`config.mk`:
```
export PLATFORM = sky130hd
export DESIGN_NAME = board_error_status_logic
export DESIGN_NICKNAME = d
export VERILOG_FILES = /design/src/board_error_status_logic.v
export VERILOG_INCLUDE_DIRS = /design/src /design/src/src
export SDC_FILE = /design/constraint.sdc
export NUM_CORES = 1
export LEC_CHECK = 0
export BUFFER_PORTS_ARGS = -buffer_cell sky130_fd_sc_hd__buf_2
export CAP_MARGIN = 20
export CORE_MARGIN = 2
export CORE_UTILIZATION = 55
export DETAILED_ROUTE_END_ITERATION = 8
export GPL_ROUTABILITY_DRIVEN = 0
export GPL_TIMING_DRIVEN = 0
export PLACE_DENSITY_LB_ADDON = 0.15
export SLEW_MARGIN = 20
export SYNTH_ARGS = -nofsm -noshare
export SYNTH_HDL_FRONTEND = slang
export SYNTH_SLANG_ARGS = --single-unit
```
`constraint.sdc`:
```
create_clock -name i_clk -period 10.25 [get_ports i_clk]
set_input_delay 1.025 -clock i_clk [delete_from_list [all_inputs] [get_ports i_clk]]
set_output_delay 1.025 -clock i_clk [all_outputs]
set_load 0.03 [all_outputs]
```
`src/board_error_consts.vh`:
```
`ifndef BOARD_ERROR_CONSTS_VH
`define BOARD_ERROR_CONSTS_VH
// =====================================================
// clock and watchdog timing
`define CLK_PERIOD_NS 10
`define WDOG_MIN_US 4
`define WDOG_MAX_US 512
`define WDOG_STEP_CYCLES ((`WDOG_MIN_US * 1000) / `CLK_PERIOD_NS)
`define WDOG_SEL_W 8
`define WDOG_SEL_MAX 8'h80
// =====================================================
// exception vector numbers
`define VEC_BUS_ERROR 8'h02
`define VEC_ILLEGAL 8'h04
`define VEC_LINE_1010 8'h0a
`define VEC_LINE_1111 8'h0b
`define VEC_FP_FIRST 8'h30
`define VEC_FP_LAST 8'h36
`define FP_CODE_MAX 3'h6
`define VEC_AUTO_L7 8'h1f
`define VEC_AUTO_L7_OFFSET 12'h07c
`define PARITY_IRQ_LEVEL 3'h7
`define REMOTE_HALT_BIT 6
`endif

```
`src/board_error_status_logic.v`:
```
`timescale 1ns/1ns
`include "board_error_consts.vh"
module board_error_status_logic #(
   parameter WDOG_SEL_W = `WDOG_SEL_W,
   parameter WDOG_STEP = `WDOG_STEP_CYCLES
) (
   input wire i_clk,
   input wire i_srst,
   input wire i_double_fault,
   input wire i_odd_stack,
   input wire i_sys_reset_line,
   input wire i_remote_halt_line,
   input wire i_reset_switch,
   input wire i_remote_halt_control_reg_bit6,
   input wire i_vme_owner,
   input wire i_exp_bus_owner,
   input wire i_plugover_owner,
   input wire i_sysfail_drive,
   input wire i_cache_enable,
   input wire i_cache_inhibit_out,
   input wire i_access_rom,
   input wire i_access_dram,
   input wire i_access_vme_std_ext,
   input wire i_wdog_enable,
   input wire [WDOG_SEL_W-1:0] i_wdog_sel,
   input wire i_cycle_start,
   input wire i_cycle_from_bus,
   input wire i_cycle_ack,
   input wire i_access_float_coprocessor,
   input wire i_float_coprocessor_present,
   input wire i_ram_read_valid,
   input wire [31:0] i_ram_data,
   input wire [3:0] i_ram_parity,
   input wire [3:0] i_ram_byte_en,
   input wire i_irq_ack,
   input wire i_illegal_instr,
   input wire [1:0] i_illegal_class,
   input wire i_fp_error,
   input wire [2:0] i_fp_error_code,
   output reg o_halt_indicator,
   output reg o_alternate_master_indicator,
   output reg o_system_fail_indicator,
   output reg o_cache_disable_n,
   output reg o_cacheable,
   output reg o_bus_error_termination,
   output reg o_wdog_timeout,
   output reg o_cycle_end,
   output reg [2:0] o_irq_level,
   output reg o_irq_autovector,
   output reg o_exception,
   output reg [7:0] o_exception_vector,
   output reg o_processor_halted
);

   // =====================================================
   // helpers
   // lanes that were not read carry no valid parity and are skipped
   function parity_bad;
      input [31:0] data;
      input [3:0] par;
      input [3:0] be;
      integer k;
      begin
         parity_bad = 1'b0;
         for (k = 0; k < 4; k = k + 1) begin
            if (be[k] && ((^data[k*8 +: 8]) != par[k])) begin
               parity_bad = 1'b1;
            end
         end
      end
   endfunction

   // a zero select would give a zero limit whose compare value wraps so no timeout comes, so it reads as the shortest period
   function [WDOG_SEL_W-1:0] clamp_sel;
      input [WDOG_SEL_W-1:0] sel;
      reg [WDOG_SEL_W-1:0] top;
      begin
         top = `WDOG_SEL_MAX;
         if (sel == {WDOG_SEL_W{1'b0}}) begin
            clamp_sel = {{(WDOG_SEL_W-1){1'b0}}, 1'b1};
         end else if (sel > top) begin
            clamp_sel = top;
         end else begin
            clamp_sel = sel;
         end
      end
   endfunction

   // codes past the last vector fold onto it rather than reach reserved numbers
   function [7:0] fp_vector;
      input [2:0] code;
      begin
         if (code > `FP_CODE_MAX) begin
            fp_vector = `VEC_FP_LAST;
         end else begin
            fp_vector = `VEC_FP_FIRST + {5'h00, code};
         end
      end
   endfunction

   // =====================================================
   // input synchronisers for off-domain pins
   // backplane and front-panel levels are not on this clock
   reg [1:0] sync_reset_switch;
   reg [1:0] sync_sys_reset;
   reg [1:0] sync_remote_halt;
   reg [1:0] sync_remote_bit6;
   reg [1:0] sync_sysfail;
   always @(posedge i_clk) begin
      if (i_srst) begin
         sync_reset_switch <= 2'h0;
         sync_sys_reset <= 2'h0;
         sync_remote_halt <= 2'h0;
         sync_remote_bit6 <= 2'h0;
         sync_sysfail <= 2'h0;
      end else begin
         sync_reset_switch <= {sync_reset_switch[0], i_reset_switch};
         sync_sys_reset <= {sync_sys_reset[0], i_sys_reset_line};
         sync_remote_halt <= {sync_remote_halt[0], i_remote_halt_line};
         sync_remote_bit6 <= {sync_remote_bit6[0], i_remote_halt_control_reg_bit6};
         sync_sysfail <= {sync_sysfail[0], i_sysfail_drive};
      end
   end
   wire reset_switch_s = sync_reset_switch[1];
   wire sys_reset_s = sync_sys_reset[1];
   wire remote_halt_s = sync_remote_halt[1];
   wire remote_bit6_s = sync_remote_bit6[1];
   wire sysfail_s = sync_sysfail[1];

   // =====================================================
   // halt latch
   reg halted;
   // the remote bit is a level: while it stays set no new halt can stick
   wire hw_release = reset_switch_s | sys_reset_s | remote_bit6_s;
   wire halt_shown = halted | sys_reset_s | remote_halt_s;
   // release beats a fault in the same cycle, the reset also ends the fault
   always @(posedge i_clk) begin
      if (i_srst) begin
         halted <= 1'b0;
      end else if (hw_release) begin
         halted <= 1'b0;
      end else if (i_double_fault || i_odd_stack) begin
         halted <= 1'b1;
      end
   end

   // =====================================================
   // watchdog: limit = sel * 4us, sel 1..128 covers 4..512us
   reg [31:0] wdog_count;
   reg wdog_active;
   reg wdog_from_bus;
   reg fp_absent_cycle;
   wire [WDOG_SEL_W-1:0] sel_clamped = clamp_sel(i_wdog_sel);
   // programmable limit
   // a 32-bit count leaves room for a slower clock or a longer step
   wire [31:0] wdog_limit = sel_clamped * WDOG_STEP;
   // the hit is taken one count early so that the registered pulse lands on the limit
   wire wdog_at_limit = (wdog_count >= wdog_limit - 32'h1);
   wire wdog_hit = wdog_active && i_wdog_enable && !i_cycle_ack && wdog_at_limit;
   // a new start restarts the count and gives up the access before it
   always @(posedge i_clk) begin
      if (i_srst) begin
         wdog_count <= 32'h0;
         wdog_active <= 1'b0;
         wdog_from_bus <= 1'b0;
         fp_absent_cycle <= 1'b0;
      end else if (i_cycle_start) begin
         wdog_count <= 32'h0;
         wdog_active <= 1'b1;
         wdog_from_bus <= i_cycle_from_bus;
         fp_absent_cycle <= i_access_float_coprocessor & ~i_float_coprocessor_present;
      end else if (i_cycle_ack || wdog_hit || !i_wdog_enable) begin
         wdog_count <= 32'h0;
         wdog_active <= 1'b0;
      end else if (wdog_active) begin
         wdog_count <= wdog_count + 32'h1;
      end
   end

   // =====================================================
   // parity interrupt, held until acknowledged
   reg parity_pending;
   wire parity_event = i_ram_read_valid && parity_bad(i_ram_data, i_ram_parity, i_ram_byte_en);
   always @(posedge i_clk) begin
      if (i_srst) begin
         parity_pending <= 1'b0;
      // set wins over acknowledge
      // an error on the acknowledge cycle must not be lost
      end else if (parity_event) begin
         parity_pending <= 1'b1;
      end else if (i_irq_ack) begin
         parity_pending <= 1'b0;
      end
   end

   // =====================================================
   // cacheability of the current access
   // on-card memory
   wire local_cacheable = i_access_rom | i_access_dram;
   wire bus_cacheable = i_access_vme_std_ext & ~i_cache_inhibit_out;

   // =====================================================
   // ownership and interrupt level
   // any foreign master
   wire foreign_owner = i_vme_owner | i_exp_bus_owner | i_plugover_owner;
   wire [2:0] irq_level_now = parity_pending ? `PARITY_IRQ_LEVEL : 3'h0;

   // =====================================================
   // exception choice, watchdog first since it ends a cycle already under way
   reg next_exception;
   reg [7:0] next_exception_vector;
   always @* begin
      next_exception = 1'b0;
      // the vector holds between exceptions so it can be read late
      next_exception_vector = o_exception_vector;
      if (wdog_hit && fp_absent_cycle && !wdog_from_bus) begin
         next_exception = 1'b1;
         next_exception_vector = `VEC_LINE_1111;
      end else if (wdog_hit && !wdog_from_bus) begin
         next_exception = 1'b1;
         next_exception_vector = `VEC_BUS_ERROR;
      end else if (i_illegal_instr) begin
         next_exception = 1'b1;
         case (i_illegal_class)
            2'h1: next_exception_vector = `VEC_LINE_1010;
            2'h2: next_exception_vector = `VEC_LINE_1111;
            default: next_exception_vector = `VEC_ILLEGAL;
         endcase
      end else if (i_fp_error) begin
         next_exception = 1'b1;
         next_exception_vector = fp_vector(i_fp_error_code);
      end
   end

   // =====================================================
   // registered outputs
   always @(posedge i_clk) begin
      if (i_srst) begin
         o_halt_indicator <= 1'b1;
         o_alternate_master_indicator <= 1'b0;
         o_system_fail_indicator <= 1'b0;
         o_cache_disable_n <= 1'b1;
         o_cacheable <= 1'b0;
         o_bus_error_termination <= 1'b0;
         o_wdog_timeout <= 1'b0;
         o_cycle_end <= 1'b0;
         o_irq_level <= 3'h0;
         o_irq_autovector <= 1'b0;
         o_exception <= 1'b0;
         o_exception_vector <= 8'h00;
         o_processor_halted <= 1'b0;
      end else begin
         o_halt_indicator <= halt_shown;
         o_processor_halted <= halted;
         o_alternate_master_indicator <= foreign_owner;
         o_system_fail_indicator <= sysfail_s;
         o_cache_disable_n <= 1'b1;
         o_cacheable <= i_cache_enable & (local_cacheable | bus_cacheable);
         o_wdog_timeout <= wdog_hit;
         // bus error only for processor cycles
         o_bus_error_termination <= wdog_hit & ~wdog_from_bus;
         o_cycle_end <= wdog_hit;
         o_irq_level <= irq_level_now;
         o_irq_autovector <= parity_pending;
         o_exception <= next_exception;
         o_exception_vector <= next_exception_vector;
      end
   end

endmodule // board_error_status_logic

```
-- Yosys cells after proc, flatten, opt, wreduce, memory -nomap -nowiden
Cells that the tools add are included.
- add/sub/neg operators: 3
- multiply operators: 1
- magnitude comparators: 3
- equal/unequal tests: 6
- mux-type cells: 21
- bitwise logic cells: 15
- reduce and logical (&&, ||, !) cells: 29
- operator list (kind ; number):
    32-bit by 1-bit adder with 32-bit output (second input constant) ; 1
    32-bit >= comparator ; 1
    8-bit 2-to-1 mux ; 4
    8-bit XOR reduction ; 4
    17-bit by 1-bit subtractor with 18-bit output (second input constant) ; 1
    8-bit by 5-bit multiplier with 13-bit output (second input constant) ; 1
    1-bit 2-to-1 mux ; 12
    1-bit logical AND ; 11
    8-bit greater-than comparator (second input constant) ; 1
    8-bit logical NOT ; 1
    4-bit 2-to-1 mux ; 2
    1-bit OR ; 8
    4-bit one-hot mux with 2 select lines ; 1
    6-bit by 3-bit adder with 7-bit output (first input constant) ; 1
    7-bit 2-to-1 mux ; 1
    2-bit nonzero test ; 3
    3-bit OR reduction ; 2
    1-bit AND ; 4
    1-bit inequality test ; 4
    4-bit nonzero test ; 1
    3-bit greater-than comparator (second input constant) ; 1
    1-bit logical NOT ; 3
    1-bit logical OR ; 3
    3-bit 2-to-1 mux ; 1
    other kinds (4) ; 6
- bits in registers: 67
- input bits: 80
- output and inout port bits: 22
- logic and storage cells: 101

-- Logic depth before layout (Yosys ltp)
Gate-level depths: netlist of run 1.
- word-level depth: 11
- mapped depth: 24
- gate-level depth less buffers: 22

-- Worst setup path after synthesis of run 1
Ideal clock, no wire load.
- path type: input to register
- start: in i_wdog_sel[1]
- end: reg wdog_count[0]
- setup time: 130 ps
- arrival: 6165 ps
- data required time: 10120 ps
- slack: 3955 ps
- stages: 22
- path buffers: 1
- path through: nor4_1 a21oi_1 nor2_1 inv_1 ha_1 ha_1 ha_1 fa_1 a21o_1 a21o_1 a2111o_1 o211ai_2 nand3b_2 or3b_1 ha_1 nand4_1 nor4_1 o211ai_1 a41o_1 a21oi_2 buf_4 nor3_1
- word-level cells in the longest chain between the ends: 10
- elaborated cells on any way between the ends: 11
- those cells by class: add/sub: 1; mul: 1; order compare: 2; mux: 2; reduce/logical: 5
- RTL lines (item ; line ; text):
    start, declared ; board_error_status_logic.v:25 ; input wire [WDOG_SEL_W-1:0] i_wdog_sel,
    8-bit greater-than comparator ; board_error_status_logic.v:81 ; end else if (sel > top) begin
    8-bit 2-to-1 mux ; board_error_status_logic.v:81 ;
    8-bit 2-to-1 mux (*) ; board_error_status_logic.v:79 ; if (sel == {WDOG_SEL_W{1'b0}}) begin
    8-bit by 5-bit multiplier with 13-bit output (*) ; board_error_status_logic.v:156 ; wire [31:0] wdog_limit = sel_clamped * WDOG_STEP;
    17-bit by 1-bit subtractor with 18-bit output (*) ; board_error_status_logic.v:158 ; wire wdog_at_limit = (wdog_count >= wdog_limit - 32'h1);
    32-bit >= comparator (*) ; board_error_status_logic.v:158 ;
    1-bit logical AND (*) ; board_error_status_logic.v:159 ; wire wdog_hit = wdog_active && i_wdog_enable && !i_cycle_ack && wdog_at_limit;
    1-bit logical OR (*) (2 in series) ; board_error_status_logic.v:172 ; end else if (i_cycle_ack || wdog_hit || !i_wdog_enable) begin
    3-bit OR reduction (no line) (*) ; - ;
    end signal, assigned ; board_error_status_logic.v:176 ; wdog_count <= wdog_count + 32'h1;
    end, declared ; board_error_status_logic.v:149 ; reg [31:0] wdog_count;
Every way passes the cells marked *; elsewhere a longest branch is shown, timed or not.
A chain may end at the register's enable or synchronous reset.

-- Final worst setup path of run 1
- start: in i_wdog_sel[1]
- end: reg wdog_count[28]
Same word-level chain as after synthesis.

==> out/results.tsv, run 1 <==
stage	metric	value	unit
cells_and_area	final instance area	5170	µm²
sta	post-route setup TNS	0	ns
clock_network	TritonCTS Buffers	9	
setup_path	slowest stage cell, crit path	or3b_1	
synthesis	number of flops mapped to enable cells by yosys	0	
sta	setup ws final	3.24	ns
setup_path	Crit. End Element	flip-flop	
setup_path	Reg-to-Reg Start	wdog_count[29]	
place	Placed Area	5010	µm²
cells_and_area	layout cells sized above 1	0.223	
setup_path	crit path buf inv count	3	
drt	drt wl/cell	12.9	µm
synthesis	mapped cell area	4390	µm²
min_path	min-delay src	sync_remote_halt[1]	
clock_network	clk root buf	clkbuf_8	
job	maxcap violations	0	
global_route	largest net degree at the start of global routing	16	
global_route	GR Overflow Total	0	
floorplanning	Initial Util	0.568	
sta	Clock Skews	0.00855	ns
sta	Fin. Hold Viols	0	
synthesis	cells after synthesis	492	
drt	DRC	0	
sta	Worst Tran Pin Value	0.614	ns
sta	Setup violations, final	0	
clock_network	Clock transition at path regs	0.07	ns
clock_network	Longest Clk Path Bufs	2	
setup_path	crit-path cells	buf_2 > nor4_1 > a21oi_1 > nor2_1 > inv_1 > ha_1 > ha_1 > ha_1 > fa_1 > a21o_1 > a21o_1 > a211oi_1 > o21bai_1 > a21oi_2 > or3b_1 > ha_1 > nand4_1 > nor4_1 > o211ai_1 > a41o_1 > a21oi_2 > buf_4 > nor3_1	
drt	Antenna Nets Post-Route	0	
global_route	Tot GR Track Use	0.218	
synthesis	Most used DFF post-synth	dfxtp_1	
place	pre-CTS setup slack	2.91	ns
min_path	hold worst-path end	o_halt_indicator	
setup_path	CP Depth	23	
floorplanning	Die Width	93.4	µm
sta	Tmin final	7.01	ns
setup_path	R2R cell count	8	
clock_network	CTS tree	done	
run_status	run status	complete, no violations	
synthesis	synthesized area per cell	8.93	µm²
place	Cells after DPL	692	
drt	DRT Wirelength	9.09	mm
drt	DR pass1 iterations	4	
floorplanning	core area	7730	µm²
sta	slew margin rel.	0.584	
synthesis	Area contributors post-synth	dfxtp_1, ha_1, xnor2_1	
setup_path	Critical Path Max Stage Delay	0.64	ns
pwr	Pwr Total	588	µW
sta	RSZ-0062 raised after global routing	false	
clock_network	post-cts sizing count	0	
synthesis	Yosys warning count	0	
global_route	initial antenna violation count	0	
setup_path	worst path required time	10.46	ns
clock_network	# hold bufs at CTS	0	
clock_network	post-CTS setup buffers	0	
setup_path	CP Class	in -> reg	
synthesis	post-synthesis sequential area ratio	0.278	
global_route	number of global-route vias before repair	3663	
sta	crit share post-route	0.684	
floorplanning	die area	8720	µm²
synthesis	unique cell type count in the Yosys netlist	59	
pwr	peak supply drop	57.0	µV
setup_path	r2r endpoint	wdog_count[28]	
pwr	Power Dens Cells	114	nW/µm²
floorplanning	num rows	32	
synthesis	Synth top area share	0.278	
drt	vias per std cell	5.43	
min_path	Hold WC Path Type	reg -> reg	
place	dpl hpwl	7.40	mm
setup_path	crit path max fanout	15	
drt	vias post-DR	3841	
cells_and_area	fin cells	707	
synthesis	post-synth top area cell	dfxtp_1	
min_path	Hold Path Depth	1	
place	PortBufs	97	
sta	Achievable Freq	143	MHz
setup_path	CP Launch Type	primary input	
setup_path	most used cell, CP	ha_1	
setup_path	Crit path max-delay family	compound AO/OA/AOI/OAI gates	
setup_path	Arr. time, crit path	7.22	ns
synthesis	Seq cells post-synth	61	
cells_and_area	antenna diode count	0	
clock_network	H-tree Lvls	3	
clock_network	clock sink total	61	
drt	drt initial violations	110	
cells_and_area	post-layout util	0.670	
sta	Max Slew Vio Count	0	
global_route	first-pass GRT wire length	15.4	mm
pwr	Leak Pwr	2.40	nW
sta	hold_ws	0.423	ns
floorplanning	die height	93.4	µm
floorplanning	I/O pins	102	
clock_network	worst skew pair latency	0.35	ns
setup_path	r2r setup slk	7.70	ns
cells_and_area	Area growth syn-to-layout	17.8	%
cells_and_area	final net count	743	
synthesis	Async SR Flop Fraction	0	
## sequential cells by signal, indices dropped and copies added (netlist names), 2 cells and up
register,count
wdog_count,32
sync_remote_bit6,2
o_exception_vector,5
sync_reset_switch,2
sync_sysfail,2
sync_remote_halt,2
sync_sys_reset,2
## cells by family (layout without fill, tap and decap cells)
| kind of cell | count (synthesis) | count (layout) | share of synthesized area |
|---|---|---|---|
| buffers and inverters | 43 | 155 | 0.0479 |
| multiplexers | 3 | 3 | 0.00712 |
| adder cells (fa/ha/maj) | 62 | 62 | 0.182 |
| AO/OA/AOI/OAI | 65 | 65 | 0.103 |
| other | 2 | 3 | 0.00171 |
| XOR/XNOR | 76 | 76 | 0.161 |
| flip-flops | 61 | 61 | 0.278 |
| AND/OR/NAND/NOR | 180 | 180 | 0.220 |
## how the worst max path moves through the flow
stage / from / to / slack (ns)
after floorplan: i_wdog_sel[1] / wdog_count[0] / 3.95
after global placement: i_wdog_sel[1] / wdog_count[11] / 3.04
after detailed placement: i_wdog_sel[1] / wdog_count[26] / 2.91
after CTS: i_wdog_sel[1] / wdog_count[26] / 3.23
after global routing: i_wdog_sel[1] / wdog_count[21] / 2.70
final: i_wdog_sel[1] / wdog_count[28] / 3.24
## power by group
part | switching, mW | internal, mW
clock network | 0.0913 | 0.0919
registers | 0.00234 | 0.244
logic | 0.0821 | 0.0769
total | 0.176 | 0.413
## metal layers
layer  vias up  global-route usage  share of wire
met2        99               0.397           0.51
met3        17              0.0500          0.045
met5         -                   0              0
met4         0              0.0784          0.016
li1       1950                   -              -
met1      1775               0.247           0.43
## final cells by class
type	count	area (µm²)
inverter	23	86.3
multi-input combinational	389	2960
timing repair buffer	97	485
sequential	61	1220
clock buffer	11	141
clock inverter	4	25.0
buffer	20	124
tap	102	128
fill	670	2550
## cell usage in the layout, fill, tap and decap left out, types with 3 or more instances in the layout
cell / instances
nor2b_1: 20
and3_1: 6
and4_1: 5
clkbuf_1: 9
buf_4: 11
dfxtp_1: 61
nand3_1: 18
nor2_1: 23
clkbuf_8: 10
inv_1: 23
or3_1: 3
a21oi_2: 3
xor2_1: 35
a21oi_1: 19
a21o_1: 6
buf_2: 97
conb_1: 3
ha_1: 59
o21ai_0: 9
fa_1: 3
o211ai_1: 3
a22oi_1: 3
nand4_1: 10
nor3_1: 39
nor4_1: 6
and2_1: 3
nand2_1: 35
xnor3_1: 3
o2111ai_1: 3
xnor2_1: 38
## cell usage after synthesis, types with 8 or more instances
cell type	number
a21oi_1	19
buf_4	11
clkbuf_1	8
dfxtp_1	61
ha_1	59
inv_1	23
nand2_1	35
nand3_1	18
nand4_1	10
nor2_1	23
nor2b_1	20
nor3_1	39
o21ai_0	9
xnor2_1	38
xor2_1	35
No activity file was read; power rests on OpenSTA's default activity.
==> inputs of run 2 (changes only) <==
==> constraint.sdc (replaced) <==
create_clock -name i_clk -period 7 [get_ports i_clk]
set_input_delay 0.7 -clock i_clk [delete_from_list [all_inputs] [get_ports i_clk]]
set_output_delay 0.7 -clock i_clk [all_outputs]
set_load 0.03 [all_outputs]
==> run 2 against run 1 <==
Against the previous run: die area stayed put; flip-flop and latch count unchanged; first-iteration DRC count is 0.91% lower; critical endpoint unchanged; wire length about the same; cell count is the same; global-route usage is the same; power increased by 47%; setup slack got worse by 2.6 ns; clock skew shrank 0.00087 ns; hold slack barely moved; largest cell class unchanged; critical path type unchanged; core utilization is 0.11 points higher; clock power rose by 47%.
==> out/results.tsv, run 2 (same netlist as run 1, synthesis figures left out) <==
stage	metric	value	unit
run_status	run status	complete, no violations	
drt	drt wl/cell	12.9	µm
clock_network	clk root buf	clkbuf_8	
cells_and_area	commonest non-fill, non-tap cell in the layout	buf_2	
cells_and_area	layout cells sized above 1	0.226	
sta	Clock Skews	0.00768	ns
cells_and_area	max FFs per register	32	
sta	Max Slew Vio Count	0	
global_route	GR Overflow Total	0	
clock_network	TritonCTS Buffers	9	
floorplanning	Initial Util	0.568	
cells_and_area	antenna diode count	0	
sta	crit share post-route	0.914	
cells_and_area	most frequent cells in the layout	buf_2, dfxtp_1, ha_1	
clock_network	Clock transition at path regs	0.07	ns
floorplanning	num rows	32	
global_route	Tot GR Track Use	0.218	
drt	DRC	0	
drt	drt initial violations	109	
drt	vias per std cell	5.44	
place	PortBufs	97	
global_route	first-pass GRT wire length	15.4	mm
sta	Worst Tran Pin Value	0.615	ns
global_route	initial antenna violation count	0	
sta	RSZ-0062 raised after global routing	false	
place	dpl hpwl	7.40	mm
place	pre-CTS setup slack	-0.0191	ns
setup_path	crit path max fanout	15	
sta	Achievable Freq	156	MHz
drt	DRT Wirelength	9.10	mm
setup_path	CP Class	in -> reg	
sta	Fin. Hold Viols	0	
sta	setup ws final	0.602	ns
sta	Tmin final	6.40	ns
global_route	largest net degree at the start of global routing	16	
drt	Antenna Nets Post-Route	0	
floorplanning	core area	7730	µm²
pwr	combinational share of power	0.270	
pwr	Pint	604	µW
pwr	Clock power frac	0.311	
clock_network	clock sink total	61	
floorplanning	Die Width	93.4	µm
cells_and_area	largest reg by FF count	wdog_count	
setup_path	Arr. time, crit path	6.61	ns
pwr	Psw	258	µW
setup_path	Crit. End Element	flip-flop	
drt	vias post-DR	3846	
clock_network	worst skew pair latency	0.34	ns
sta	Setup violations, final	0	
drt	DR pass1 iterations	4	
cells_and_area	final net count	743	
global_route	global route hottest layer	met2	
cells_and_area	Filler cells	667	
global_route	number of global-route vias before repair	3663	
setup_path	worst path required time	7.21	ns
sta	hold_ws	0.423	ns
clock_network	H-tree Lvls	3	
pwr	Pwr Total	862	µW
sta	slew margin rel.	0.583	
cells_and_area	Area growth syn-to-layout	18.0	%
min_path	Hold WC Path Type	reg -> reg	
floorplanning	die area	8720	µm²
global_route	met1 Usage GRT	0.247	
pwr	Power Dens Cells	166	nW/µm²
cells_and_area	Largest regs	wdog_count (32), o_exception_vector (5)	
clock_network	Longest Clk Path Bufs	2	
pwr	peak supply drop	83.4	µV
clock_network	post-CTS setup buffers	0	
global_route	met3 Usage GRT	0.0500	
setup_path	CP Launch Type	primary input	
cells_and_area	post-layout util	0.671	
pwr	Reg power frac	0.418	
clock_network	CTS tree	done	
floorplanning	die height	93.4	µm
job	maxcap violations	0	
pwr	Leak Pwr	2.40	nW
global_route	met2 Use GR	0.397	
floorplanning	I/O pins	102	
pwr	Sw Ratio	0.299	
run 2: cell counts in the layout (fill, tap and decap cells not counted):
Identical to the previous run, type by type.
run 2: routing by layer:
layer / share of wire / vias up
met4: 0.016 / 0
met5: 0 / -
met2: 0.51 / 101
li1: - / 1950
met3: 0.046 / 17
met1: 0.43 / 1778
run 2: area by class of cell:
class	instances	area [µm²]	area share
Multi-Input combinational cell	389	2970	0.573
Sequential cell	61	1220	0.236
Timing Repair Buffer	97	485	0.0937
Clock buffer	11	141	0.0273
Tap cell	102	128	0.0246
Buffer	20	124	0.0239
Inverter	23	86.3	0.0167
Clock inverter	4	25.0	0.00483
run 2: worst max-delay path: stages:
cell and delay (ns):
buf_2 0.11, nor4_1 0.27, a21oi_1 0.13, nor2_1 0.29
inv_1 0.09, ha_1 0.32, ha_1 0.30, ha_1 0.25
fa_1 0.47, a21o_1 0.21, a21o_1 0.21, a211oi_1 0.37
o21bai_1 0.15, a21oi_2 0.19, or3b_4 0.51, ha_1 0.35
nand4_1 0.17, nor4_2 0.40, o211ai_1 0.19, a41o_1 0.30
a21oi_2 0.29, buf_4 0.24, nor3_1 0.08
run 2: final timing paths:
check | from | to | slack, ns | depth (start not counted)
worst max-delay path | i_wdog_sel[1] | wdog_count[28] | 0.60 | 23
worst min register to register | sync_remote_halt[1] | o_halt_indicator | 0.42 | 1
worst max register to register | wdog_count[29] | wdog_count[28] | 4.53 | 8
worst min-delay path | sync_remote_halt[1] | o_halt_indicator | 0.42 | 1
run 2: stage by stage:
stage	cell area (µm²)	setup TNS (ns)	instances
floorplan	4400	0	493
global placement	5010	0	692
detailed placement	5010	-0.102	692
CTS	5170	0	707
global route	5180	0	707
finish	5180	0	707
run 2: power groups by stage:
stage,clock (mW),combinational (mW),sequential (mW)
2_1_floorplan,0,0.165,0.377
5_1_grt,0.289,0.264,0.361
6_report,0.269,0.233,0.360
4_1_cts,0.273,0.236,0.360
3_5_place_dp,0,0.235,0.368
3_3_place_gp,0,0.227,0.368
run 2: repair_timing:
| item | CTS | global route |
|---|---|---|
| hold buffers | 0 | 0 |
| endpoints found under the hold margin | 0 | 0 |
| endpoints found under the setup margin | 0 | 36 |
| gates resized for setup | 0 | 2 |
